<file path="config.mk">
export PLATFORM = sky130hd
export DESIGN_NAME = pmcs_selector
export DESIGN_NICKNAME = d
export VERILOG_FILES = /design/src/verilog/pmcs_pkg.sv /design/src/verilog/pmcs_selector.sv
export SDC_FILE = /design/constraint.sdc
export NUM_CORES = 1
export LEC_CHECK = 0
export BUFFER_PORTS_ARGS = -buffer_cell sky130_fd_sc_hd__buf_4
export CAP_MARGIN = 10
export CORE_MARGIN = 2
export CORE_UTILIZATION = 45
export CTS_CLUSTER_SIZE = 40
export DETAILED_ROUTE_END_ITERATION = 10
export PLACE_DENSITY = 0.65
export SLEW_MARGIN = 5
export SYNTH_ARGS = -nofsm -noshare
export SYNTH_HDL_FRONTEND = slang
export SYNTH_SLANG_ARGS = --single-unit
</file>
<file path="constraint.sdc">
create_clock -name clk -period 6.13 [get_ports clk]
set_input_delay 1.839 -clock clk [delete_from_list [all_inputs] [get_ports clk]]
set_output_delay 1.839 -clock clk [all_outputs]
set_load 0.02 [all_outputs]
</file>
<file path="src/verilog/pmcs_pkg.sv">
package pmcs_pkg;
   // register indices on the 2-bit port
   localparam logic [1:0] PMCS_ADDR_SMC = 2'h0;
   localparam logic [1:0] PMCS_ADDR_STAT = 2'h1;
   localparam logic [1:0] PMCS_ADDR_MASK = 2'h2;
   localparam logic [7:0] PMCS_SMC_RESET = 8'h03;
   // field positions of system_mode_control
   localparam int PMCS_CKS_LSB = 5;
   localparam int PMCS_FAST_BIT = 4;
   localparam int PMCS_LRDY_BIT = 3;
   localparam int PMCS_HRDY_BIT = 2;
   localparam int PMCS_IDLE_BIT = 1;
   localparam int PMCS_HSEL_BIT = 0;
   // interrupt status bits
   localparam int PMCS_IRQ_HRDY = 0;
   localparam int PMCS_IRQ_LRDY = 1;
   localparam int PMCS_IRQ_WAKE = 2;
   localparam logic [2:0] PMCS_IRQ_RESET = 3'h0;
   // oscillator settle counts, in oscillator cycles, then watchdog system tick divide minus one
   localparam logic [10:0] PMCS_XTAL_CYC = 11'h400;
   localparam logic [10:0] PMCS_RC_CYC = 11'h010;
   localparam logic [1:0] PMCS_LOW_CYC = 2'h2;
   localparam logic [1:0] PMCS_WDT_SYS_DIV = 2'h3;
   // high clock divide minus one, per selector code
   localparam logic [5:0] PMCS_DIV64 = 6'h3f;
   localparam logic [5:0] PMCS_DIV32 = 6'h1f;
   localparam logic [5:0] PMCS_DIV16 = 6'h0f;
   localparam logic [5:0] PMCS_DIV8 = 6'h07;
   localparam logic [5:0] PMCS_DIV4 = 6'h03;
   localparam logic [5:0] PMCS_DIV2 = 6'h01;
   localparam logic [5:0] PMCS_DIV1 = 6'h00;

   typedef enum logic [1:0]
   {
      PMCS_OSC_CRYSTAL = 2'h0,
      PMCS_OSC_EXT_RC = 2'h1,
      PMCS_OSC_INT_RC = 2'h2
   } pmcs_osc_e;

   typedef enum logic [5:0]
   {
      PMCS_NORMAL = 6'h01,
      PMCS_SLOW = 6'h02,
      PMCS_STOP_IDLE = 6'h04,
      PMCS_RUN_IDLE = 6'h08,
      PMCS_DEEP_SLEEP = 6'h10,
      PMCS_LIGHT_SLEEP = 6'h20
   } pmcs_mode_e;

   typedef struct packed
   {
      logic [2:0] clock_divider_select;
      logic fast_wake_enable;
      logic idle_select;
      logic high_clock_select;
   } pmcs_ctrl_s;

   typedef struct packed
   {
      logic cpu;
      logic periph;
      logic sub;
      logic wdt;
      logic tbc;
   } pmcs_ticks_s;
endpackage

</file>
<file path="src/verilog/pmcs_selector.sv">
`timescale 1ns/1ps
//////////////////////////////////////////////////////////////////////////////
// Operation
// - normal mode: high clock divided 1..64
// - slow mode: low oscillator, high clock off
// - deep sleep stops cpu, sub, watchdog
// - deep sleep refused while voltage detect on
// - light sleep keeps sub/watchdog when needed
// - idle, no keep: stopped idle, oscillator off
// - stopped idle: watchdog clock follows source
// - idle with keep: running idle, clock on
// - halt: idle select picks idle or sleep
// - divider field maps low, /64 .. /2
// - high select uses undivided high clock
// - switching to low stops high clock
// - fast wake only with crystal oscillator
// - low ready: low in deep, 2 cycles
// - high ready: cleared off, 1024 or 16
// - sleep deep only if watchdog, detect off
// - fast wake runs sub until ready
module pmcs_selector
   import pmcs_pkg::*;
(
   // clock, reset, enable
   input wire logic clk,
   input wire logic resetn,
   input wire logic ce,
   // register port
   input wire logic [1:0] reg_addr,
   input wire logic [7:0] reg_wdata,
   input wire logic reg_wr,
   input wire logic reg_rd,
   output logic [7:0] reg_rdata,
   // core and configuration
   input wire logic halt,
   input wire logic wake,
   input wire logic peripheral_clock_keep,
   input wire logic low_voltage_detect_enable,
   input wire logic wdt_enable,
   input wire logic wdt_src_sub,
   input wire pmcs_osc_e osc_type,
   // oscillator pins
   input wire logic high_osc_pin,
   input wire logic low_osc_pin,
   output logic high_osc_en,
   output logic low_osc_en,
   // clock enables and status
   output pmcs_ticks_s ticks,
   output logic wdt_run,
   output pmcs_mode_e mode,
   output logic irq
);

   pmcs_mode_e mode_r, mode_nxt;
   pmcs_ctrl_s ctrl_r, ctrl_nxt;
   pmcs_ticks_s ticks_r, ticks_nxt;
   logic [2:0] hs_r, hs_nxt, ls_r, ls_nxt;
   logic [3:0] eff_r, eff_nxt;
   logic [5:0] div_r, div_nxt;
   logic [10:0] hcnt_r, hcnt_nxt;
   logic [1:0] lcnt_r, lcnt_nxt, w4_r, w4_nxt;
   logic hrdy_r, hrdy_nxt, lrdy_r, lrdy_nxt, fw_r, fw_nxt;
   logic [2:0] stat_r, stat_nxt, mask_r, mask_nxt;
   logic [7:0] rdata_r, rdata_nxt;
   logic htick, ltick, req_low, eff_low, running, sys_tick;
   logic hi_en, lo_en, sub_tick, wdt_tick, cpu_tick;
   logic [5:0] ratio;
   logic [10:0] htarget;
   logic sys_on;

   //////////////////////////////////////////////////////////////////////////////
   // oscillator edges: pins are asynchronous, third stage only for the edge
   always_comb
   begin
      hs_nxt = {hs_r[1:0], high_osc_pin};
      ls_nxt = {ls_r[1:0], low_osc_pin};
   end

   assign htick = ce & hs_r[1] & ~hs_r[2];
   assign ltick = ce & ls_r[1] & ~ls_r[2] & lo_en;

   //////////////////////////////////////////////////////////////////////////////
   // source selection and divider
   function automatic logic [5:0] div_of(input logic [3:0] sel);
      logic [5:0] r;
      r = PMCS_DIV1;
      if (!sel[3])
      begin
         unique case (sel[2:0])
            3'h2: r = PMCS_DIV64;
            3'h3: r = PMCS_DIV32;
            3'h4: r = PMCS_DIV16;
            3'h5: r = PMCS_DIV8;
            3'h6: r = PMCS_DIV4;
            3'h7: r = PMCS_DIV2;
            default: r = PMCS_DIV1;
         endcase
      end
      return r;
   endfunction

   // {high select, divider field}; low clock when high select is 0 and field is 000 or 001
   assign req_low = ~ctrl_r.high_clock_select & (ctrl_r.clock_divider_select[2:1] == 2'h0);
   assign eff_low = ~eff_r[3] & (eff_r[2:1] == 2'h0);
   assign ratio = div_of(eff_r);
   assign running = (mode_r == PMCS_NORMAL) | (mode_r == PMCS_SLOW);
   // system clock is dead in stopped idle and sleep, even from the low source
   assign sys_on = running | (mode_r == PMCS_RUN_IDLE);
   // high ticks count only once the oscillator is stable
   assign sys_tick = sys_on & (eff_low ? ltick : (htick & hrdy_r & (div_r == ratio)));
   assign cpu_tick = running & (fw_r ? ltick : sys_tick);
   assign htarget = (osc_type == PMCS_OSC_CRYSTAL) ? PMCS_XTAL_CYC : PMCS_RC_CYC;

   // high oscillator stays up until the switch lands on a tick boundary
   assign hi_en = (running | (mode_r == PMCS_RUN_IDLE)) & (~req_low | ~eff_low);
   assign lo_en = (mode_r != PMCS_DEEP_SLEEP) &
                  ~((mode_r == PMCS_LIGHT_SLEEP) &
                    ~(low_voltage_detect_enable | (wdt_enable & wdt_src_sub)));
   assign sub_tick = ltick;
   assign wdt_tick = wdt_run & (wdt_src_sub ? sub_tick : (sys_tick & (w4_r == PMCS_WDT_SYS_DIV)));

   always_comb
   begin
      eff_nxt = eff_r;
      div_nxt = div_r;
      w4_nxt = w4_r;
      // while the clock runs, a new selection only takes over at the end of a whole period; when stopped it takes over at once
      if (!(running | (mode_r == PMCS_RUN_IDLE)))
         eff_nxt = {ctrl_r.high_clock_select, ctrl_r.clock_divider_select};
      else if (sys_tick & (req_low | hrdy_r))
         eff_nxt = {ctrl_r.high_clock_select, ctrl_r.clock_divider_select};
      if (sys_tick | eff_low | ~hrdy_r)
         div_nxt = 6'h00;
      else if (htick)
         div_nxt = div_r + 6'h01;
      if (sys_tick)
         w4_nxt = w4_r + 2'h1;
   end

   //////////////////////////////////////////////////////////////////////////////
   // mode machine
   always_comb
   begin
      mode_nxt = mode_r;
      fw_nxt = fw_r;
      if (hrdy_r | ~running)
         fw_nxt = 1'b0;
      unique case (mode_r)
         PMCS_NORMAL, PMCS_SLOW:
         begin
            if (halt & ce)
            begin
               if (ctrl_r.idle_select)
                  mode_nxt = peripheral_clock_keep ? PMCS_RUN_IDLE : PMCS_STOP_IDLE;
               else if (low_voltage_detect_enable | wdt_enable)
                  mode_nxt = PMCS_LIGHT_SLEEP;
               else
                  mode_nxt = PMCS_DEEP_SLEEP;
            end
            else
               mode_nxt = eff_low ? PMCS_SLOW : PMCS_NORMAL;
         end
         PMCS_STOP_IDLE, PMCS_RUN_IDLE, PMCS_DEEP_SLEEP, PMCS_LIGHT_SLEEP:
         begin
            if (wake & ce)
            begin
               mode_nxt = req_low ? PMCS_SLOW : PMCS_NORMAL;
               // sub clock is dead after deep sleep, so no fast start there
               fw_nxt = ctrl_r.fast_wake_enable & ~req_low & (osc_type == PMCS_OSC_CRYSTAL) &
                        ((mode_r == PMCS_LIGHT_SLEEP) | (mode_r == PMCS_STOP_IDLE));
            end
         end
         default:
            mode_nxt = PMCS_NORMAL;
      endcase
   end

   //////////////////////////////////////////////////////////////////////////////
   // ready flags
   always_comb
   begin
      hcnt_nxt = hcnt_r;
      hrdy_nxt = hrdy_r;
      lcnt_nxt = lcnt_r;
      lrdy_nxt = lrdy_r;
      if (!hi_en)
      begin
         hcnt_nxt = 11'h000;
         hrdy_nxt = 1'b0;
      end
      else if (htick & ~hrdy_r)
      begin
         hcnt_nxt = hcnt_r + 11'h001;
         hrdy_nxt = (hcnt_r == htarget - 11'h001);
      end
      if (!lo_en)
      begin
         lcnt_nxt = 2'h0;
         lrdy_nxt = 1'b0;
      end
      else if (ltick & ~lrdy_r)
      begin
         lcnt_nxt = lcnt_r + 2'h1;
         lrdy_nxt = (lcnt_r == PMCS_LOW_CYC - 2'h1);
      end
   end

   //////////////////////////////////////////////////////////////////////////////
   // registers and interrupt
   always_comb
   begin
      ctrl_nxt = ctrl_r;
      mask_nxt = mask_r;
      stat_nxt = stat_r;
      rdata_nxt = 8'h00;
      if (reg_wr & ce)
      begin
         unique case (reg_addr)
            PMCS_ADDR_SMC:
            begin
               ctrl_nxt.clock_divider_select = reg_wdata[PMCS_CKS_LSB +: 3];
               ctrl_nxt.fast_wake_enable = reg_wdata[PMCS_FAST_BIT];
               ctrl_nxt.idle_select = reg_wdata[PMCS_IDLE_BIT];
               ctrl_nxt.high_clock_select = reg_wdata[PMCS_HSEL_BIT];
            end
            PMCS_ADDR_STAT: stat_nxt = stat_r & ~reg_wdata[2:0];
            PMCS_ADDR_MASK: mask_nxt = reg_wdata[2:0];
            default: ;
         endcase
      end
      // new events win over a same-cycle clear
      stat_nxt[PMCS_IRQ_HRDY] = stat_nxt[PMCS_IRQ_HRDY] | (hrdy_nxt & ~hrdy_r);
      stat_nxt[PMCS_IRQ_LRDY] = stat_nxt[PMCS_IRQ_LRDY] | (lrdy_nxt & ~lrdy_r);
      stat_nxt[PMCS_IRQ_WAKE] = stat_nxt[PMCS_IRQ_WAKE] | (~running & wake & ce);
      if (reg_rd & ce)
      begin
         unique case (reg_addr)
            PMCS_ADDR_SMC:
               rdata_nxt = {ctrl_r.clock_divider_select, ctrl_r.fast_wake_enable,
                            lrdy_r, hrdy_r, ctrl_r.idle_select, ctrl_r.high_clock_select};
            PMCS_ADDR_STAT: rdata_nxt = {5'h00, stat_r};
            PMCS_ADDR_MASK: rdata_nxt = {5'h00, mask_r};
            default: rdata_nxt = 8'h00;
         endcase
      end
      ticks_nxt.cpu = cpu_tick;
      ticks_nxt.periph = sys_tick & (running | (mode_r == PMCS_RUN_IDLE));
      ticks_nxt.sub = sub_tick;
      ticks_nxt.wdt = wdt_tick;
      ticks_nxt.tbc = ltick & (mode_r != PMCS_LIGHT_SLEEP);
   end

   assign wdt_run = wdt_enable & (mode_r != PMCS_DEEP_SLEEP);

   //////////////////////////////////////////////////////////////////////////////
   always_ff @(posedge clk or negedge resetn)
   begin
      if (!resetn)
      begin
         hs_r <= 3'h0;
         ls_r <= 3'h0;
         mode_r <= PMCS_NORMAL;
         ctrl_r <= {PMCS_SMC_RESET[PMCS_CKS_LSB +: 3], PMCS_SMC_RESET[PMCS_FAST_BIT],
                    PMCS_SMC_RESET[PMCS_IDLE_BIT], PMCS_SMC_RESET[PMCS_HSEL_BIT]};
         eff_r <= 4'h8;
         div_r <= 6'h00;
         w4_r <= 2'h0;
         hcnt_r <= 11'h000;
         hrdy_r <= 1'b0;
         lcnt_r <= 2'h0;
         lrdy_r <= 1'b0;
         fw_r <= 1'b0;
         stat_r <= PMCS_IRQ_RESET;
         mask_r <= PMCS_IRQ_RESET;
         rdata_r <= 8'h00;
         ticks_r <= '0;
      end
      else if (ce)
      begin
         hs_r <= hs_nxt;
         ls_r <= ls_nxt;
         mode_r <= mode_nxt;
         ctrl_r <= ctrl_nxt;
         eff_r <= eff_nxt;
         div_r <= div_nxt;
         w4_r <= w4_nxt;
         hcnt_r <= hcnt_nxt;
         hrdy_r <= hrdy_nxt;
         lcnt_r <= lcnt_nxt;
         lrdy_r <= lrdy_nxt;
         fw_r <= fw_nxt;
         stat_r <= stat_nxt;
         mask_r <= mask_nxt;
         rdata_r <= rdata_nxt;
         ticks_r <= ticks_nxt;
      end
   end

   assign reg_rdata = rdata_r;
   assign high_osc_en = hi_en;
   assign low_osc_en = lo_en;
   assign ticks = ticks_r;
   assign mode = mode_r;
   assign irq = |(stat_r & mask_r);

   //////////////////////////////////////////////////////////////////////////////
   a_slow_high_off: assert property (@(posedge clk) disable iff (!resetn)
      (mode_r == PMCS_SLOW) && req_low |-> !high_osc_en)
      else $error("high clock running in slow mode");
   a_deep_all_off: assert property (@(posedge clk) disable iff (!resetn)
      (mode_r == PMCS_DEEP_SLEEP) |=> !ticks.sub && !ticks.wdt && !ticks.cpu && !wdt_run)
      else $error("clock running in deep sleep");
   a_deep_needs_off: assert property (@(posedge clk) disable iff (!resetn)
      $changed(mode_r) && (mode_r == PMCS_DEEP_SLEEP)
         |-> $past(!low_voltage_detect_enable && !wdt_enable))
      else $error("deep sleep entered with detect or watchdog on");
   a_halt_idle_pick: assert property (@(posedge clk) disable iff (!resetn)
      ce && halt && running && ctrl_r.idle_select
         |=> mode_r == ($past(peripheral_clock_keep) ? PMCS_RUN_IDLE : PMCS_STOP_IDLE))
      else $error("halt did not enter the chosen idle mode");
   a_stop_idle_wdt: assert property (@(posedge clk) disable iff (!resetn)
      (mode_r == PMCS_STOP_IDLE) && !wdt_src_sub |=> !ticks.wdt)
      else $error("watchdog clock in stopped idle from system source");
   a_high_rdy_clear: assert property (@(posedge clk) disable iff (!resetn)
      (mode_r inside {PMCS_STOP_IDLE, PMCS_DEEP_SLEEP, PMCS_LIGHT_SLEEP}) |=> !hrdy_r)
      else $error("high ready set with oscillator stopped");
   a_low_rdy_deep: assert property (@(posedge clk) disable iff (!resetn)
      (mode_r == PMCS_DEEP_SLEEP) |=> !lrdy_r)
      else $error("low ready set in deep sleep");
   a_cpu_halted: assert property (@(posedge clk) disable iff (!resetn)
      !running |=> !ticks.cpu)
      else $error("cpu clock while halted");
   a_undivided: assert property (@(posedge clk) disable iff (!resetn)
      running && eff_r[3] && hrdy_r && htick && !fw_r |=> ticks.cpu)
      else $error("high select did not pass every high tick");
   a_fast_wake_sub: assert property (@(posedge clk) disable iff (!resetn)
      running && fw_r && ltick |=> ticks.cpu)
      else $error("fast wake did not run from sub clock");
   a_light_sub_keep: assert property (@(posedge clk) disable iff (!resetn)
      (mode_r == PMCS_LIGHT_SLEEP) && (low_voltage_detect_enable || (wdt_enable && wdt_src_sub))
         |-> low_osc_en)
      else $error("sub clock stopped in light sleep while needed");
   a_stop_idle_osc: assert property (@(posedge clk) disable iff (!resetn)
      (mode_r == PMCS_STOP_IDLE) |-> !high_osc_en)
      else $error("system oscillator running in stopped idle");
   a_run_idle_osc: assert property (@(posedge clk) disable iff (!resetn)
      (mode_r == PMCS_RUN_IDLE) && !req_low |-> high_osc_en)
      else $error("system oscillator stopped in running idle");
   a_sleep_pick: assert property (@(posedge clk) disable iff (!resetn)
      ce && halt && running && !ctrl_r.idle_select
         |=> mode_r == ($past(low_voltage_detect_enable || wdt_enable) ?
                        PMCS_LIGHT_SLEEP : PMCS_DEEP_SLEEP))
      else $error("halt did not enter the chosen sleep mode");
   a_slow_select: assert property (@(posedge clk) disable iff (!resetn)
      ce && running && eff_low && !halt |=> mode_r == PMCS_SLOW)
      else $error("low clock selected but not in slow mode");
   a_high_off_low: assert property (@(posedge clk) disable iff (!resetn)
      eff_low && req_low |-> !high_osc_en)
      else $error("high clock left on after switch to low clock");
   a_high_rdy_count: assert property (@(posedge clk) disable iff (!resetn)
      $rose(hrdy_r) |-> $past(hcnt_r) == htarget - 11'h001)
      else $error("high ready rose at the wrong count");
   a_low_rdy_count: assert property (@(posedge clk) disable iff (!resetn)
      $rose(lrdy_r) |-> $past(lcnt_r) == PMCS_LOW_CYC - 2'h1)
      else $error("low ready rose at the wrong count");
   a_fast_wake_xtal: assert property (@(posedge clk) disable iff (!resetn)
      $rose(fw_r) |-> $past((osc_type == PMCS_OSC_CRYSTAL) && ctrl_r.fast_wake_enable))
      else $error("fast wake started without crystal and enable");
   a_stop_idle_sub: assert property (@(posedge clk) disable iff (!resetn)
      (mode_r == PMCS_STOP_IDLE) && wdt_enable && wdt_src_sub && ltick |=> ticks.wdt)
      else $error("watchdog clock missing in stopped idle from sub source");
   a_no_unready_tick: assert property (@(posedge clk) disable iff (!resetn)
      ce && running && !eff_low && !hrdy_r && !fw_r |=> !ticks.cpu)
      else $error("cpu ticked from an unstable high clock");
   a_switch_boundary: assert property (@(posedge clk) disable iff (!resetn)
      $changed(eff_r) |-> $past(sys_tick || !sys_on))
      else $error("clock source changed off a tick boundary");
endmodule
</file>
==> reports/results.txt <==
status - finished clean
Synth Area in Simple Gates - 18.9%
Post-Synth Adder-Cell Area - 1.47%
Worst EP arrival - 2.68 ns
max cap viols - 0
sequential-to-total area share from yosys stat - 47.9%
Max transition margin - 45.6%
Hold Fails Final Rpt - 0
largest family of logic cells by synthesized area - simple AND/OR/NAND/NOR gates
register bit total from synthesis - 65
layout cell share with drive strength beyond 1 - 25.2%
post_cts resized - 0
vias in the first global route - 2665
VDD IR max - 0.182 mV
CTS Root Cell - clkbuf_8
clock slew at reported path FFs - 0.07 ns
Post-CTS Hold Buffers - 0
Top FF cell, synth - dfrtp_1
total setup buffers inserted after CTS - 0
hold wc startpoint - lcnt_r[0]$_DFFE_PN0P_
critical path type - in -> out
maximum number of pins on one net before global-route repair - 66
worst reg2reg endpoint - w4_r[1]$_DFFE_PN0P_
Req. time, crit path - 4.29 ns
Post-Synth XOR/XNOR Area - 4.11%
Avg Cell Area, Syn - 10.3 sq um
vias - 2656
Synth area leaders - dfrtp_1, mux2_2, nand2_1
mux contribution to synthesized area - 8.12%
Crit. End Element - output port
WL/cell - 15.8 um
Final Slew Violations - 0
drt drc - 0
Synth top area share - 44.8%
Die Height - 91.0 um
CTS tree - done
EDFF count, synth - 0
setup TNS - 0 ns
final WL - 7.58 mm
crit path launch - wdt_enable
I/O Buffers - 46
Core Area - 7290 sq um
CTS H-tree depth - 3
Starting Density - 46.7%
Worst Tran Pin Value - 0.816 ns
min Tclk post-route - 4.52 ns
# nets final - 405
CTS max path bufs - 2
post-synthesis compound-gate area fraction - 16.2%
TritonCTS buffer count - 9
initial antenna violation count - 0
distinct cell type count after synthesis - 61
CP max FO - 4
reg-to-reg startpoint - eff_r[1]$_DFFE_PN0P_
drt pass-1 iters - 6
RSZ-0062 raised after global routing - false
Critical Path End - low_osc_en
IO Count - 48
DRT iter0 DRCs - 139
P per Cell Area - 376 nW/um^2
synthesized cell area - 3410 sq um
first-pass GRT wire length - 12.9 mm
die area - 8280 sq um
hold_ws - 0.479 ns
post-synth top area cell - dfrtp_1
num rows - 31
Fin Clk Skew - 0.0107 ns
Final GP Congestion - 0.829
r2r setup slk - 3.94 ns
ANT cells - 0
Clock Latency Late Sink - 0.34 ns
post-DP HPWL - 5.39 mm
GRT Overall Usage - 19.6%
ys async rst share - 100%
Pleak - 1.86 nW
R2R cell count - 6
Via density - 5.53
Post-Syn Nets - 361
Ys Warns - 0
period utilization - 73.7%
# clock sinks - 65
fmax - 221 MHz
Overflow after GRT - 0
Setup crit start kind - input port
Cells after Synth - 332
min-delay worst type - reg -> reg
Area growth, synth to finish - 18.0%
final setup vio count - 0
remaining antenna violation count after routing - 0
die width - 91.0 um
## layer usage
metal	part of all wire (%)	routed length (um)	track usage (%)
met3	4.6	350	4.07
met4	1.4	108	6.69
met2	46	3480	30.7
met1	48	3640	27.2
met5	0	0	0
## synthesized netlist by cell type (7+ instances only)
cell,n
dfrtp_1,61
inv_1,12
clkbuf_1,7
buf_2,7
nor2_1,32
a21oi_1,10
nand4_1,7
nand2_1,34
nand3_1,7
mux2_2,16
o21ai_0,17
xor2_1,14
## state kept, by name, summed over array words and instances (netlist names)
signal and count:
ctrl_r 6, div_r 6, eff_r 4, fw_r 1, hcnt_r 11, hrdy_r 1, hs_r 3, lcnt_r 2
lrdy_r 1, ls_r 3, mask_r 3, mode 6, reg_rdata 8, stat_r 3, ticks 5, w4_r 2
## cells in the final DEF, fill, tap and decap left out, types with 5 or more instances in the layout
cell / instances
xor2_1: 14
buf_4: 47
clkbuf_8: 11
dfrtp_1: 61
a21oi_1: 10
nand3_1: 7
a22o_1: 6
inv_1: 12
nand2_1: 34
or3_1: 5
nand4_1: 7
nor3_1: 6
o21ai_0: 17
mux2_1: 5
mux2_2: 16
and3_1: 5
nor2_1: 32
## how the worst min path moves through the flow
stage	to	cells after the start
after detailed placement	ticks[3]$_DFFE_PN0P_	1
after global placement	w4_r[0]$_DFFE_PN0P_	1
final	lcnt_r[0]$_DFFE_PN0P_	1
after floorplan	w4_r[0]$_DFFE_PN0P_	1
after CTS	lcnt_r[0]$_DFFE_PN0P_	1
after global routing	w4_r[0]$_DFFE_PN0P_	1
## metrics by stage
step	power (W)	utilization, %	cell area [sq um]	setup WS (ns)	cells
2_1_floorplan	0.000987	-	3410	1.95	332
3_3_place_gp	0.00114	52.4	3820	1.60	464
3_5_place_dp	0.00115	52.4	3820	1.61	464
4_1_cts	0.00152	55.1	4020	1.60	480
5_1_grt	0.00161	55.1	4020	1.51	480
6_report	0.00151	55.1	4020	1.61	480
## cell families (layout without fill, tap and decap cells)
group,after synthesis,in the layout
buf+inv,27,76
fa+ha+maj,4,4
simple gates,122,122
xor+xnor,16,16
compound gates,73,73
mux,25,25
flops,65,65
## area by class of cell
type,instances,area (sq um)
sequential,65,1630
clock buffer,13,159
timing repair buffer,47,353
clock inverter,3,40.0
tap,99,124
fill,685,3270
inverter,13,48.8
multi-input combinational,240,1670
## worst max-delay path, stage by stage
cell     delay, ns
buf_4         0.12
a21oi_1       0.14
nand4_1       0.15
nand2_1       0.19
inv_1         0.08
buf_4         0.16
## power by group
part	internal (W)	switching [W]	total, W
clock	0.000209	0.000161	0.000370
sequential	0.000516	0.000104	0.000619
combinational	0.000220	0.000302	0.000522
(Power assumes the default switching activity.)
